===== config.mk =====
export PLATFORM = sky130hd
export DESIGN_NAME = stom_monitor
export DESIGN_NICKNAME = d
export VERILOG_FILES = /design/src/verilog/stom_pkg.sv /design/src/verilog/stom_tick.sv /design/src/verilog/stom_filter.sv /design/src/verilog/stom_monitor.sv
export SDC_FILE = /design/constraint.sdc
export NUM_CORES = 1
export LEC_CHECK = 0
export ABC_AREA = 1
export BUFFER_PORTS_ARGS = -buffer_cell sky130_fd_sc_hd__buf_2
export CAP_MARGIN = 20
export CORE_ASPECT_RATIO = 1.5
export CORE_MARGIN = 3
export CORE_UTILIZATION = 40
export CTS_BUF_LIST = sky130_fd_sc_hd__clkbuf_4 sky130_fd_sc_hd__clkbuf_8
export DETAILED_ROUTE_END_ITERATION = 7
export PLACE_DENSITY = 0.58
export SKIP_CTS_REPAIR_TIMING = 1
export SYNTH_ARGS = -nofsm -noshare
export SYNTH_HDL_FRONTEND = slang
export SYNTH_HIERARCHICAL = 1
export SYNTH_SLANG_ARGS = --single-unit

===== constraint.sdc =====
create_clock -name clk_sys -period 1.5 [get_ports clk_sys]
set_input_delay 0.375 -clock clk_sys [delete_from_list [all_inputs] [get_ports clk_sys]]
set_output_delay 0.375 -clock clk_sys [all_outputs]
set_load 0.03 [all_outputs]

===== src/verilog/stom_pkg.sv =====
// package: constants and types of the safe torque off input monitor
//
// Functional notes
// - both channels low in window enters safe
// - unfollowed channel change past window flags discrepancy
// - discrepancy window defaults to 100 ms
// - state machine evaluated once per 10 ms
// - short test pulses do not request safe state
// - no cross-circuit detection performed here
// - only the two channel inputs request it; here loss of driver supply feedback in run also forces the safe state
// - safe state removes power driver supply; supply enable here follows both channels, not the safe state
// - driver supply feedback decides safe or unsafe
// - safe state reported on outputs and fieldbus status; here only safe_torque_off_q reports it, no fieldbus status
// - no standstill monitoring while safe state active
// - request during switching honoured, raises acknowledgeable error
// - request disables control and stops switching signals
// - one acknowledge clears all acknowledgeable errors
package stom_pkg;
  // ------------------------------------------------------------
  // timing
  // ------------------------------------------------------------
  localparam int CLK_HZ = 40000000;
  localparam int TICK_MS = 10;
  localparam int TICK_CYCLES = CLK_HZ / 1000 * TICK_MS;
  localparam int WINDOW_MS = 100;
  localparam logic [7:0] WINDOW_TICKS_RST = 8'(WINDOW_MS / TICK_MS);
  // a low pulse shorter than this many milliseconds is a test pulse
  localparam int PULSE_MS = 1;
  localparam int PULSE_CYCLES = CLK_HZ / 1000 * PULSE_MS;
  localparam int FILT_W = 16;
  // ------------------------------------------------------------
  // states
  // ------------------------------------------------------------
  typedef enum logic [3:0] {
    STOM_RUN = 4'h1,
    STOM_DISC = 4'h2,
    STOM_SAFE = 4'h4,
    STOM_ERR = 4'h8
  } stom_state_t;
endpackage


===== src/verilog/stom_tick.sv =====
// tick generator for the monitoring state machine
`timescale 1ns/10ps
module stom_tick #(
  parameter int TICK_CYCLES = stom_pkg::TICK_CYCLES
) (
  input wire logic clk_sys,
  input wire logic reset,
  output logic tick_q
);
  import stom_pkg::*;
  logic [31:0] cnt_q;
  logic [31:0] cnt_d;
  logic tick_d;
  always_comb begin
    tick_d = 1'b0;
    cnt_d = cnt_q + 32'h1;
    if (cnt_q >= 32'(TICK_CYCLES - 1)) begin
      cnt_d = 32'h0;
      tick_d = 1'b1;
    end
  end
  always_ff @(posedge clk_sys or posedge reset) begin
    if (reset) begin
      cnt_q <= 32'h0;
      tick_q <= 1'b0;
    end else begin
      cnt_q <= cnt_d;
      tick_q <= tick_d;
    end
  end
endmodule


===== src/verilog/stom_filter.sv =====
// synchroniser and test pulse filter for one safety channel
`timescale 1ns/10ps
module stom_filter #(
  parameter int PULSE_CYCLES = stom_pkg::PULSE_CYCLES
) (
  input wire logic clk_sys,
  input wire logic reset,
  input wire logic raw_in,
  output logic run_q
);
  import stom_pkg::*;
  logic meta_q;
  logic sync_q;
  logic [FILT_W-1:0] low_q;
  logic [FILT_W-1:0] low_d;
  logic run_d;
  // low only after it persists; high passes at once so a run is seen fast
  always_comb begin
    low_d = low_q;
    run_d = run_q;
    if (sync_q) begin
      low_d = '0;
      run_d = 1'b1;
    end else if (low_q >= FILT_W'(PULSE_CYCLES - 1)) begin
      run_d = 1'b0;
    end else begin
      low_d = low_q + FILT_W'(1);
    end
  end
  always_ff @(posedge clk_sys or posedge reset) begin
    if (reset) begin
      meta_q <= 1'b0;
      sync_q <= 1'b0;
      low_q <= '0;
      run_q <= 1'b0;
    end else begin
      meta_q <= raw_in;
      sync_q <= meta_q;
      low_q <= low_d;
      run_q <= run_d;
    end
  end
endmodule


===== src/verilog/stom_monitor.sv =====
// safe torque off input monitor top
`timescale 1ns/10ps
module stom_monitor #(
  parameter int TICK_CYCLES = stom_pkg::TICK_CYCLES,
  parameter int PULSE_CYCLES = stom_pkg::PULSE_CYCLES
) (
  input wire logic clk_sys,
  input wire logic reset,
  input wire logic safety_channel_a_in,
  input wire logic safety_channel_b_in,
  input wire logic driver_supply_ok_in,
  input wire logic pwm_active_in,
  input wire logic drive_enable_req,
  input wire logic error_ack,
  output logic driver_supply_en_q,
  output logic drive_ctrl_en_q,
  output logic pwm_allow_q,
  output logic standstill_mon_en_q,
  output logic safe_torque_off_q,
  output logic disc_error_q,
  output logic pwm_req_error_q,
  output stom_pkg::stom_state_t state_q
);
  import stom_pkg::*;
  // ------------------------------------------------------------
  // channel conditioning
  // ------------------------------------------------------------
  logic run_a;
  logic run_b;
  logic tick;
  logic sup_meta_q;
  logic sup_q;
  stom_filter #(.PULSE_CYCLES(PULSE_CYCLES)) u_filt_a (
    .clk_sys(clk_sys),
    .reset(reset),
    .raw_in(safety_channel_a_in),
    .run_q(run_a)
  );
  stom_filter #(.PULSE_CYCLES(PULSE_CYCLES)) u_filt_b (
    .clk_sys(clk_sys),
    .reset(reset),
    .raw_in(safety_channel_b_in),
    .run_q(run_b)
  );
  stom_tick #(.TICK_CYCLES(TICK_CYCLES)) u_tick (
    .clk_sys(clk_sys),
    .reset(reset),
    .tick_q(tick)
  );
  // driver supply feedback is a pin too, so synchronise it
  always_ff @(posedge clk_sys or posedge reset) begin
    if (reset) begin
      sup_meta_q <= 1'b0;
      sup_q <= 1'b0;
    end else begin
      sup_meta_q <= driver_supply_ok_in;
      sup_q <= sup_meta_q;
    end
  end
  // ------------------------------------------------------------
  // state machine
  // ------------------------------------------------------------
  // no cross-circuit check: channels are only compared, never pulsed
  stom_state_t state_d;
  logic [7:0] win_q;
  logic [7:0] win_d;
  logic disc_d;
  logic pwmerr_d;
  logic both_low;
  logic both_high;
  logic safe_now;
  assign both_low = !run_a && !run_b;
  assign both_high = run_a && run_b;
  always_comb begin
    state_d = state_q;
    win_d = win_q;
    disc_d = disc_error_q;
    pwmerr_d = pwm_req_error_q;
    if (error_ack) begin
      disc_d = 1'b0;
      pwmerr_d = 1'b0;
    end
    if (tick) begin
      case (state_q)
        STOM_RUN: begin
          if (both_low || !sup_q) begin
            state_d = STOM_SAFE;
            if (pwm_active_in) begin
              pwmerr_d = 1'b1;
            end
          end else if (!both_high) begin
            state_d = STOM_DISC;
            win_d = WINDOW_TICKS_RST;
          end
        end
        STOM_DISC: begin
          if (both_low) begin
            state_d = STOM_SAFE;
            if (pwm_active_in) begin
              pwmerr_d = 1'b1;
            end
          end else if (both_high) begin
            state_d = sup_q ? STOM_RUN : STOM_SAFE;
          end else if (win_q <= 8'h1) begin
            state_d = STOM_ERR;
            disc_d = 1'b1;
          end else begin
            win_d = win_q - 8'h1;
          end
        end
        STOM_SAFE: begin
          if (both_high && sup_q) begin
            state_d = STOM_RUN;
          end else if (!both_low) begin
            state_d = STOM_DISC;
            win_d = WINDOW_TICKS_RST;
          end
        end
        STOM_ERR: begin
          if (both_low) begin
            state_d = STOM_SAFE;
          end else if (both_high && sup_q && !disc_error_q) begin
            state_d = STOM_RUN;
          end
        end
        default: begin
          state_d = STOM_SAFE;
        end
      endcase
    end
  end
  // the two channels request it directly; supply feedback also feeds in via state_d
  assign safe_now = (state_d != STOM_RUN) || both_low;
  // ------------------------------------------------------------
  // output decode
  // ------------------------------------------------------------
  // one gate for the control, pwm and standstill enables so none of them can bypass the safe decision
  function automatic logic enable_gate(input logic safe, input logic req);
    enable_gate = !safe && req;
  endfunction
  logic supply_en_d;
  logic ctrl_en_d;
  logic pwm_allow_d;
  logic still_en_d;
  logic sto_d;
  always_comb begin
    // supply cut follows channels directly, not the slow state machine
    supply_en_d = run_a && run_b;
    ctrl_en_d = enable_gate(safe_now, drive_enable_req);
    pwm_allow_d = enable_gate(safe_now, drive_enable_req);
    still_en_d = enable_gate(safe_now, drive_enable_req);
    sto_d = (state_d == STOM_SAFE);
  end
  always_ff @(posedge clk_sys or posedge reset) begin
    if (reset) begin
      state_q <= STOM_SAFE;
      win_q <= 8'h0;
      disc_error_q <= 1'b0;
      pwm_req_error_q <= 1'b0;
      driver_supply_en_q <= 1'b0;
      drive_ctrl_en_q <= 1'b0;
      pwm_allow_q <= 1'b0;
      standstill_mon_en_q <= 1'b0;
      safe_torque_off_q <= 1'b1;
    end else begin
      state_q <= state_d;
      win_q <= win_d;
      disc_error_q <= disc_d;
      pwm_req_error_q <= pwmerr_d;
      driver_supply_en_q <= supply_en_d;
      drive_ctrl_en_q <= ctrl_en_d;
      pwm_allow_q <= pwm_allow_d;
      standstill_mon_en_q <= still_en_d;
      safe_torque_off_q <= sto_d;
    end
  end
  // ------------------------------------------------------------
  // checks: outputs
  // ------------------------------------------------------------
  AST_SUPPLY_CUT: assert property (@(posedge clk_sys) disable iff (reset)
    (!run_a || !run_b) |=> !driver_supply_en_q)
    else $error("driver supply not cut");
  AST_SUPPLY_ON: assert property (@(posedge clk_sys) disable iff (reset)
    (run_a && run_b) |=> driver_supply_en_q)
    else $error("driver supply not restored");
  AST_PWM_OFF: assert property (@(posedge clk_sys) disable iff (reset)
    (state_q == STOM_SAFE) |-> !pwm_allow_q)
    else $error("pwm allowed in safe");
  AST_CTRL_OFF: assert property (@(posedge clk_sys) disable iff (reset)
    both_low |=> !drive_ctrl_en_q)
    else $error("drive control on with both low");
  AST_CTRL_NEEDS_REQ: assert property (@(posedge clk_sys) disable iff (reset)
    !drive_enable_req |=> !drive_ctrl_en_q)
    else $error("drive control on without request");
  AST_CTRL_NEEDS_RUN: assert property (@(posedge clk_sys) disable iff (reset)
    (state_q != STOM_RUN) |-> !drive_ctrl_en_q)
    else $error("drive control on outside run");
  AST_PWM_MATCH: assert property (@(posedge clk_sys) disable iff (reset)
    pwm_allow_q == drive_ctrl_en_q)
    else $error("pwm allow differs from drive control");
  AST_STO_NO_CTRL: assert property (@(posedge clk_sys) disable iff (reset)
    safe_torque_off_q |-> !drive_ctrl_en_q && !pwm_allow_q)
    else $error("drive control on while safe reported");
  AST_NO_STANDSTILL: assert property (@(posedge clk_sys) disable iff (reset)
    safe_torque_off_q |-> !standstill_mon_en_q)
    else $error("standstill monitored in safe");
  AST_STANDSTILL_MATCH: assert property (@(posedge clk_sys) disable iff (reset)
    standstill_mon_en_q == drive_ctrl_en_q)
    else $error("standstill enable differs from drive control");
  AST_REPORT: assert property (@(posedge clk_sys) disable iff (reset)
    (state_q == STOM_SAFE) |-> safe_torque_off_q)
    else $error("safe state not reported");
  AST_REPORT_MATCH: assert property (@(posedge clk_sys) disable iff (reset)
    safe_torque_off_q |-> (state_q == STOM_SAFE))
    else $error("safe reported outside safe state");
  // ------------------------------------------------------------
  // checks: state machine
  // ------------------------------------------------------------
  AST_ONEHOT: assert property (@(posedge clk_sys) disable iff (reset)
    $onehot(state_q))
    else $error("state not one-hot");
  AST_TICK_ONLY: assert property (@(posedge clk_sys) disable iff (reset)
    !tick |=> $stable(state_q))
    else $error("state moved off tick");
  AST_ENTER_SAFE: assert property (@(posedge clk_sys) disable iff (reset)
    (tick && both_low) |=> (state_q == STOM_SAFE))
    else $error("safe not entered");
  AST_DISC_ENTRY: assert property (@(posedge clk_sys) disable iff (reset)
    (tick && state_q == STOM_RUN && !both_low && !both_high && sup_q) |=> (state_q == STOM_DISC))
    else $error("discrepancy state not entered");
  AST_WIN_LOAD: assert property (@(posedge clk_sys) disable iff (reset)
    (tick && state_q == STOM_RUN && !both_low && !both_high && sup_q) |=> (win_q == WINDOW_TICKS_RST))
    else $error("window not loaded");
  AST_WIN_SAFE_LOAD: assert property (@(posedge clk_sys) disable iff (reset)
    (tick && state_q == STOM_SAFE && !both_low && !(both_high && sup_q))
    |=> (win_q == WINDOW_TICKS_RST) && (state_q == STOM_DISC))
    else $error("window not loaded from safe");
  AST_DISC_COUNT: assert property (@(posedge clk_sys) disable iff (reset)
    (tick && state_q == STOM_DISC && !both_low && !both_high && win_q > 8'h1)
    |=> (win_q == $past(win_q) - 8'h1))
    else $error("window not counted down");
  AST_DISC_HOLD: assert property (@(posedge clk_sys) disable iff (reset)
    (state_q == STOM_DISC && !tick) |=> $stable(win_q))
    else $error("window moved off tick");
  AST_DISC_SET: assert property (@(posedge clk_sys) disable iff (reset)
    (tick && state_q == STOM_DISC && !both_low && !both_high && win_q <= 8'h1)
    |=> disc_error_q && state_q == STOM_ERR)
    else $error("discrepancy not flagged");
  AST_DISC_RESOLVE: assert property (@(posedge clk_sys) disable iff (reset)
    (tick && state_q == STOM_DISC && both_high && sup_q) |=> (state_q == STOM_RUN))
    else $error("agreed channels did not resume run");
  AST_SUPPLY_LOSS: assert property (@(posedge clk_sys) disable iff (reset)
    (tick && state_q == STOM_RUN && !sup_q) |=> (state_q == STOM_SAFE))
    else $error("supply loss did not force safe");
  AST_RUN_NEEDS_SUPPLY: assert property (@(posedge clk_sys) disable iff (reset)
    (tick && !sup_q) |=> (state_q != STOM_RUN))
    else $error("run entered without supply");
  AST_SAFE_RELEASE: assert property (@(posedge clk_sys) disable iff (reset)
    (tick && state_q == STOM_SAFE && both_high && sup_q) |=> (state_q == STOM_RUN))
    else $error("safe not released");
  AST_ERR_HOLD: assert property (@(posedge clk_sys) disable iff (reset)
    (tick && state_q == STOM_ERR && disc_error_q && !both_low) |=> (state_q == STOM_ERR))
    else $error("error state left unacknowledged");
  // ------------------------------------------------------------
  // checks: errors
  // ------------------------------------------------------------
  AST_ACK_CLEAR: assert property (@(posedge clk_sys) disable iff (reset)
    (error_ack && !tick) |=> !disc_error_q && !pwm_req_error_q)
    else $error("ack did not clear");
  AST_LATCH: assert property (@(posedge clk_sys) disable iff (reset)
    (disc_error_q && !error_ack) |=> disc_error_q)
    else $error("error not latched");
  AST_DISC_ONLY_EXPIRY: assert property (@(posedge clk_sys) disable iff (reset)
    (!disc_error_q && !(tick && state_q == STOM_DISC)) |=> !disc_error_q)
    else $error("discrepancy error without expiry");
  AST_PWM_ERR: assert property (@(posedge clk_sys) disable iff (reset)
    (tick && state_q == STOM_RUN && both_low && pwm_active_in) |=> pwm_req_error_q)
    else $error("pwm request error missing");
  AST_PWM_ERR_DISC: assert property (@(posedge clk_sys) disable iff (reset)
    (tick && state_q == STOM_DISC && both_low && pwm_active_in) |=> pwm_req_error_q)
    else $error("pwm request error missing after skew");
  AST_PWM_ERR_LATCH: assert property (@(posedge clk_sys) disable iff (reset)
    (pwm_req_error_q && !error_ack) |=> pwm_req_error_q)
    else $error("pwm request error not latched");
  AST_PWM_ERR_ONLY_ACTIVE: assert property (@(posedge clk_sys) disable iff (reset)
    (!pwm_req_error_q && !pwm_active_in) |=> !pwm_req_error_q)
    else $error("pwm request error without switching");
  COV_SAFE: cover property (@(posedge clk_sys) disable iff (reset)
    state_q == STOM_RUN ##1 state_q == STOM_SAFE);
  COV_DISC_OK: cover property (@(posedge clk_sys) disable iff (reset)
    state_q == STOM_DISC ##1 state_q == STOM_SAFE);
  COV_DISC_ERR: cover property (@(posedge clk_sys) disable iff (reset)
    $rose(disc_error_q));
  COV_PWM_ERR: cover property (@(posedge clk_sys) disable iff (reset)
    $rose(pwm_req_error_q));
endmodule


==> impl_metrics.py <==
metrics = {
    "logic_synthesis": {
        "yosys-top-cells-area": "dfrtp_1, nand2_1, nor2_1",
        "synth_cells": 682,
        "yosysWarningCount": 6,
        "async_flop_share_pct": 100,
        "ys_seq_elements": 90,
        "synth_edf_count": 0,
        "netlist_area_um2": 5210,
        "ys_types": 42,
        "synth_sequential_area_ratio_pct": 43.3,
        "synthFlopType": "dfrtp_1",
        "yosys.area.top_type": "dfrtp_1",
        "syn_area_per_cell_um2": 7.64,
        "synth_top_area_share_pct": 42.3,
    },
    "cells_and_area": {
        "fin_area_um2": 6490,
        "n_antenna_cell": 0,
        "area_growth_pct": 24.6,
        "final_cell_mix": "nand2_1, nor2_1, dfrtp_1",
        "fillCellCount": 1225,
        "drive_above_1_share_pct": 28.9,
        "final_nets": 796,
        "final_common_cell": "nand2_1",
        "post-route-util_pct": 51.3,
    },
    "clock_tree": {
        "cts.clk_slew.worst_paths_ns": 0.09,
        "clk_path_buf_depth": 2,
        "htreeDepth": 3,
        "cts_tree": "done",
        "clockRootBuffer": "clkbuf_8",
        "cts_buffers": 9,
        "clkSinkCount": 90,
        "clock_latency_ns": 0.37,
    },
    "timing": {
        "finalClockSkew_ns": 0.00839,
        "setup_ws_ns": -0.0540,
        "grt_setup_unrepaired": "true",
        "fmax_mhz": 643,
        "post-route-period-util_pct": 104,
        "hold_viol_final": 0,
        "whs_ns": 0.0468,
        "finalSetupViolCount": 6,
        "post-route-min-period_ns": 1.55,
        "drv_slew": 0,
    },
    "global_routing": {
        "grt_overflow": 0,
        "antenna_found_initial": 0,
        "grt_use_total_pct": 17.1,
        "grt_max_degree": 34,
        "grt_pass1_vias": 4649,
        "grt_pass1_wl_mm": 20.5,
    },
    "floorplan": {
        "fp.dieH_um": 146,
        "num_rows": 50,
        "die_area_um2": 14500,
        "initial_utilization_pct": 41.2,
        "die_x_um": 99.2,
        "core_area_um2": 12600,
        "io_pins": 19,
    },
    "routing": {
        "drc": 0,
        "wl_per_cell_um": 13.0,
        "num_vias": 4675,
        "drt_iter0_markers": 170,
        "wirelength_mm": 12.3,
        "ant_nets": 0,
        "dr.pass1.iters": 5,
        "via_per_inst": 4.95,
    },
    "critical_path": {
        "critPathKind": "reg2out",
        "cpMostUsedCell": "buf_6",
        "crit_chain": "buf_6 > buf_6",
        "crit_path_end_kind": "output port",
        "regToRegEndpoint": "standstill_mon_en_q",
        "worstPathMaxFanout": 4,
        "ff2ff_setup_slack_ns": -0.05,
        "r2r-start": "win_q[1]",
        "r2r_cells": 12,
        "slowest_stage": "dfstp_2",
        "crit_path_start_kind": "flop",
        "cp.required_ns": 1.12,
        "slowest_delay_ns": 0.58,
        "arrival_ns": 1.18,
        "path_buf_inv": 2,
        "cp_top_family": "flip-flops",
    },
    "placement": {
        "dpl_cell_area_um2": 5910,
        "dp_hpwl_mm": 8.80,
        "numPortBuffers": 18,
        "place.gp.congestion": 0.855,
        "pre_cts_ws_ns": -0.0747,
    },
    "run_status": {
        "status": "finished, violations left",
        "violations": "negative setup slack",
    },
    "pwr": {
        "p_per_area_nw_per_um2": 917,
        "irDropWorstVdd_mv": 0.373,
        "p_leak_nw": 3.02,
    },
    "worst_hold_path": {
        "hold_class": "in2async",
    },
    "job": {
        "cap_violations": 0,
    },
}
## power by group
| group | internal, mW | switching (mW) | total [mW] |
|---|---|---|---|
| registers | 2.58 | 0.125 | 2.71 |
| clock network | 0.795 | 0.893 | 1.69 |
| logic | 0.644 | 0.912 | 1.56 |
## registers in the layout, summed over array words and instances, names as in the netlist, 4 cells and up
signal,count
win_q,8
u_tick/cnt_q,32
state_q,4
u_filt_b/low_q,16
u_filt_a/low_q,16
## per-layer routing
layer	up-vias	GRT usage, %	share of wire, %
met5	-	0	0
met4	0	6.84	2.1
met3	23	2.49	2.1
met2	49	30.5	53
met1	2231	20.5	42
li1	2372	-	-
## worst max path at each step
stage,from,to,slack (ns),cells after the start
CTS,state_q[2],state_q[2],-0.15,2
floorplan,state_q[2],win_q[5],0.004,9
finish,state_q[2],state_q[2],-0.05,2
detailed placement,win_q[1],standstill_mon_en_q,-0.07,12
global placement,win_q[0],safe_torque_off_q,-0.02,12
global route,win_q[1],standstill_mon_en_q,-0.17,12
## cell usage after synthesis (3+ instances only)
cell and instances:
nand2_1 175, inv_2 7, inv_1 51, nand2_4 5, o21ai_0 4, nand4_1 26
nand3_2 4, nor3_1 5, xor2_1 21, nand3_1 70, nor3b_1 5, a21oi_1 3
ha_1 5, nor2_2 9, nand2_2 26, nor2_1 129, buf_6 4, xnor2_1 5
clkbuf_1 4, dfrtp_1 88, o21ai_1 4
## worst reg2reg max path, stage by stage, from the launching register on
cell and delay [ns]:
dfrtp_1 0.40, inv_2 0.09, ha_1 0.15, nor2_1 0.04
nor2_1 0.13, nand2_1 0.10, nand2_1 0.09, nand2_2 0.06
nand2_4 0.09, inv_6 0.06, nor2_4 0.10, nand3_2 0.08
nor2_1 0.10
## layout make-up
| class | count | area [um2] | area share, % |
|---|---|---|---|
| Multi-Input combinational cell | 533 | 2910 | 44.8 |
| Sequential cell | 90 | 2260 | 34.9 |
| Timing Repair Buffer | 90 | 699 | 10.8 |
| Inverter | 59 | 226 | 3.49 |
| Tap cell | 156 | 195 | 3.01 |
| Clock buffer | 10 | 131 | 2.02 |
| Clock inverter | 6 | 65.1 | 1.00 |
## cell families (layout without fill, tap and decap cells)
kind of cell    Yosys count  count (layout)  synth area share, %
other cells               1              13               0.0720
xor+xnor                 26              26                 4.37
buf+inv                  74             165                 6.99
simple gates            462             465                 40.7
fa+ha+maj                 5               5                 1.20
compound gates           24              24                 3.41
flops                    90              90                 43.3
## through the flow
stage	power [mW]	TNS [ns]	cells
after floorplan	3.58	0	694
after global placement	4.01	-0.0336	915
after CTS	5.76	-0.802	931
final	5.95	-0.189	944
after detailed placement	4.02	-0.205	915
after global routing	6.31	-1.42	944
Power figures use the tool's default switching activity.
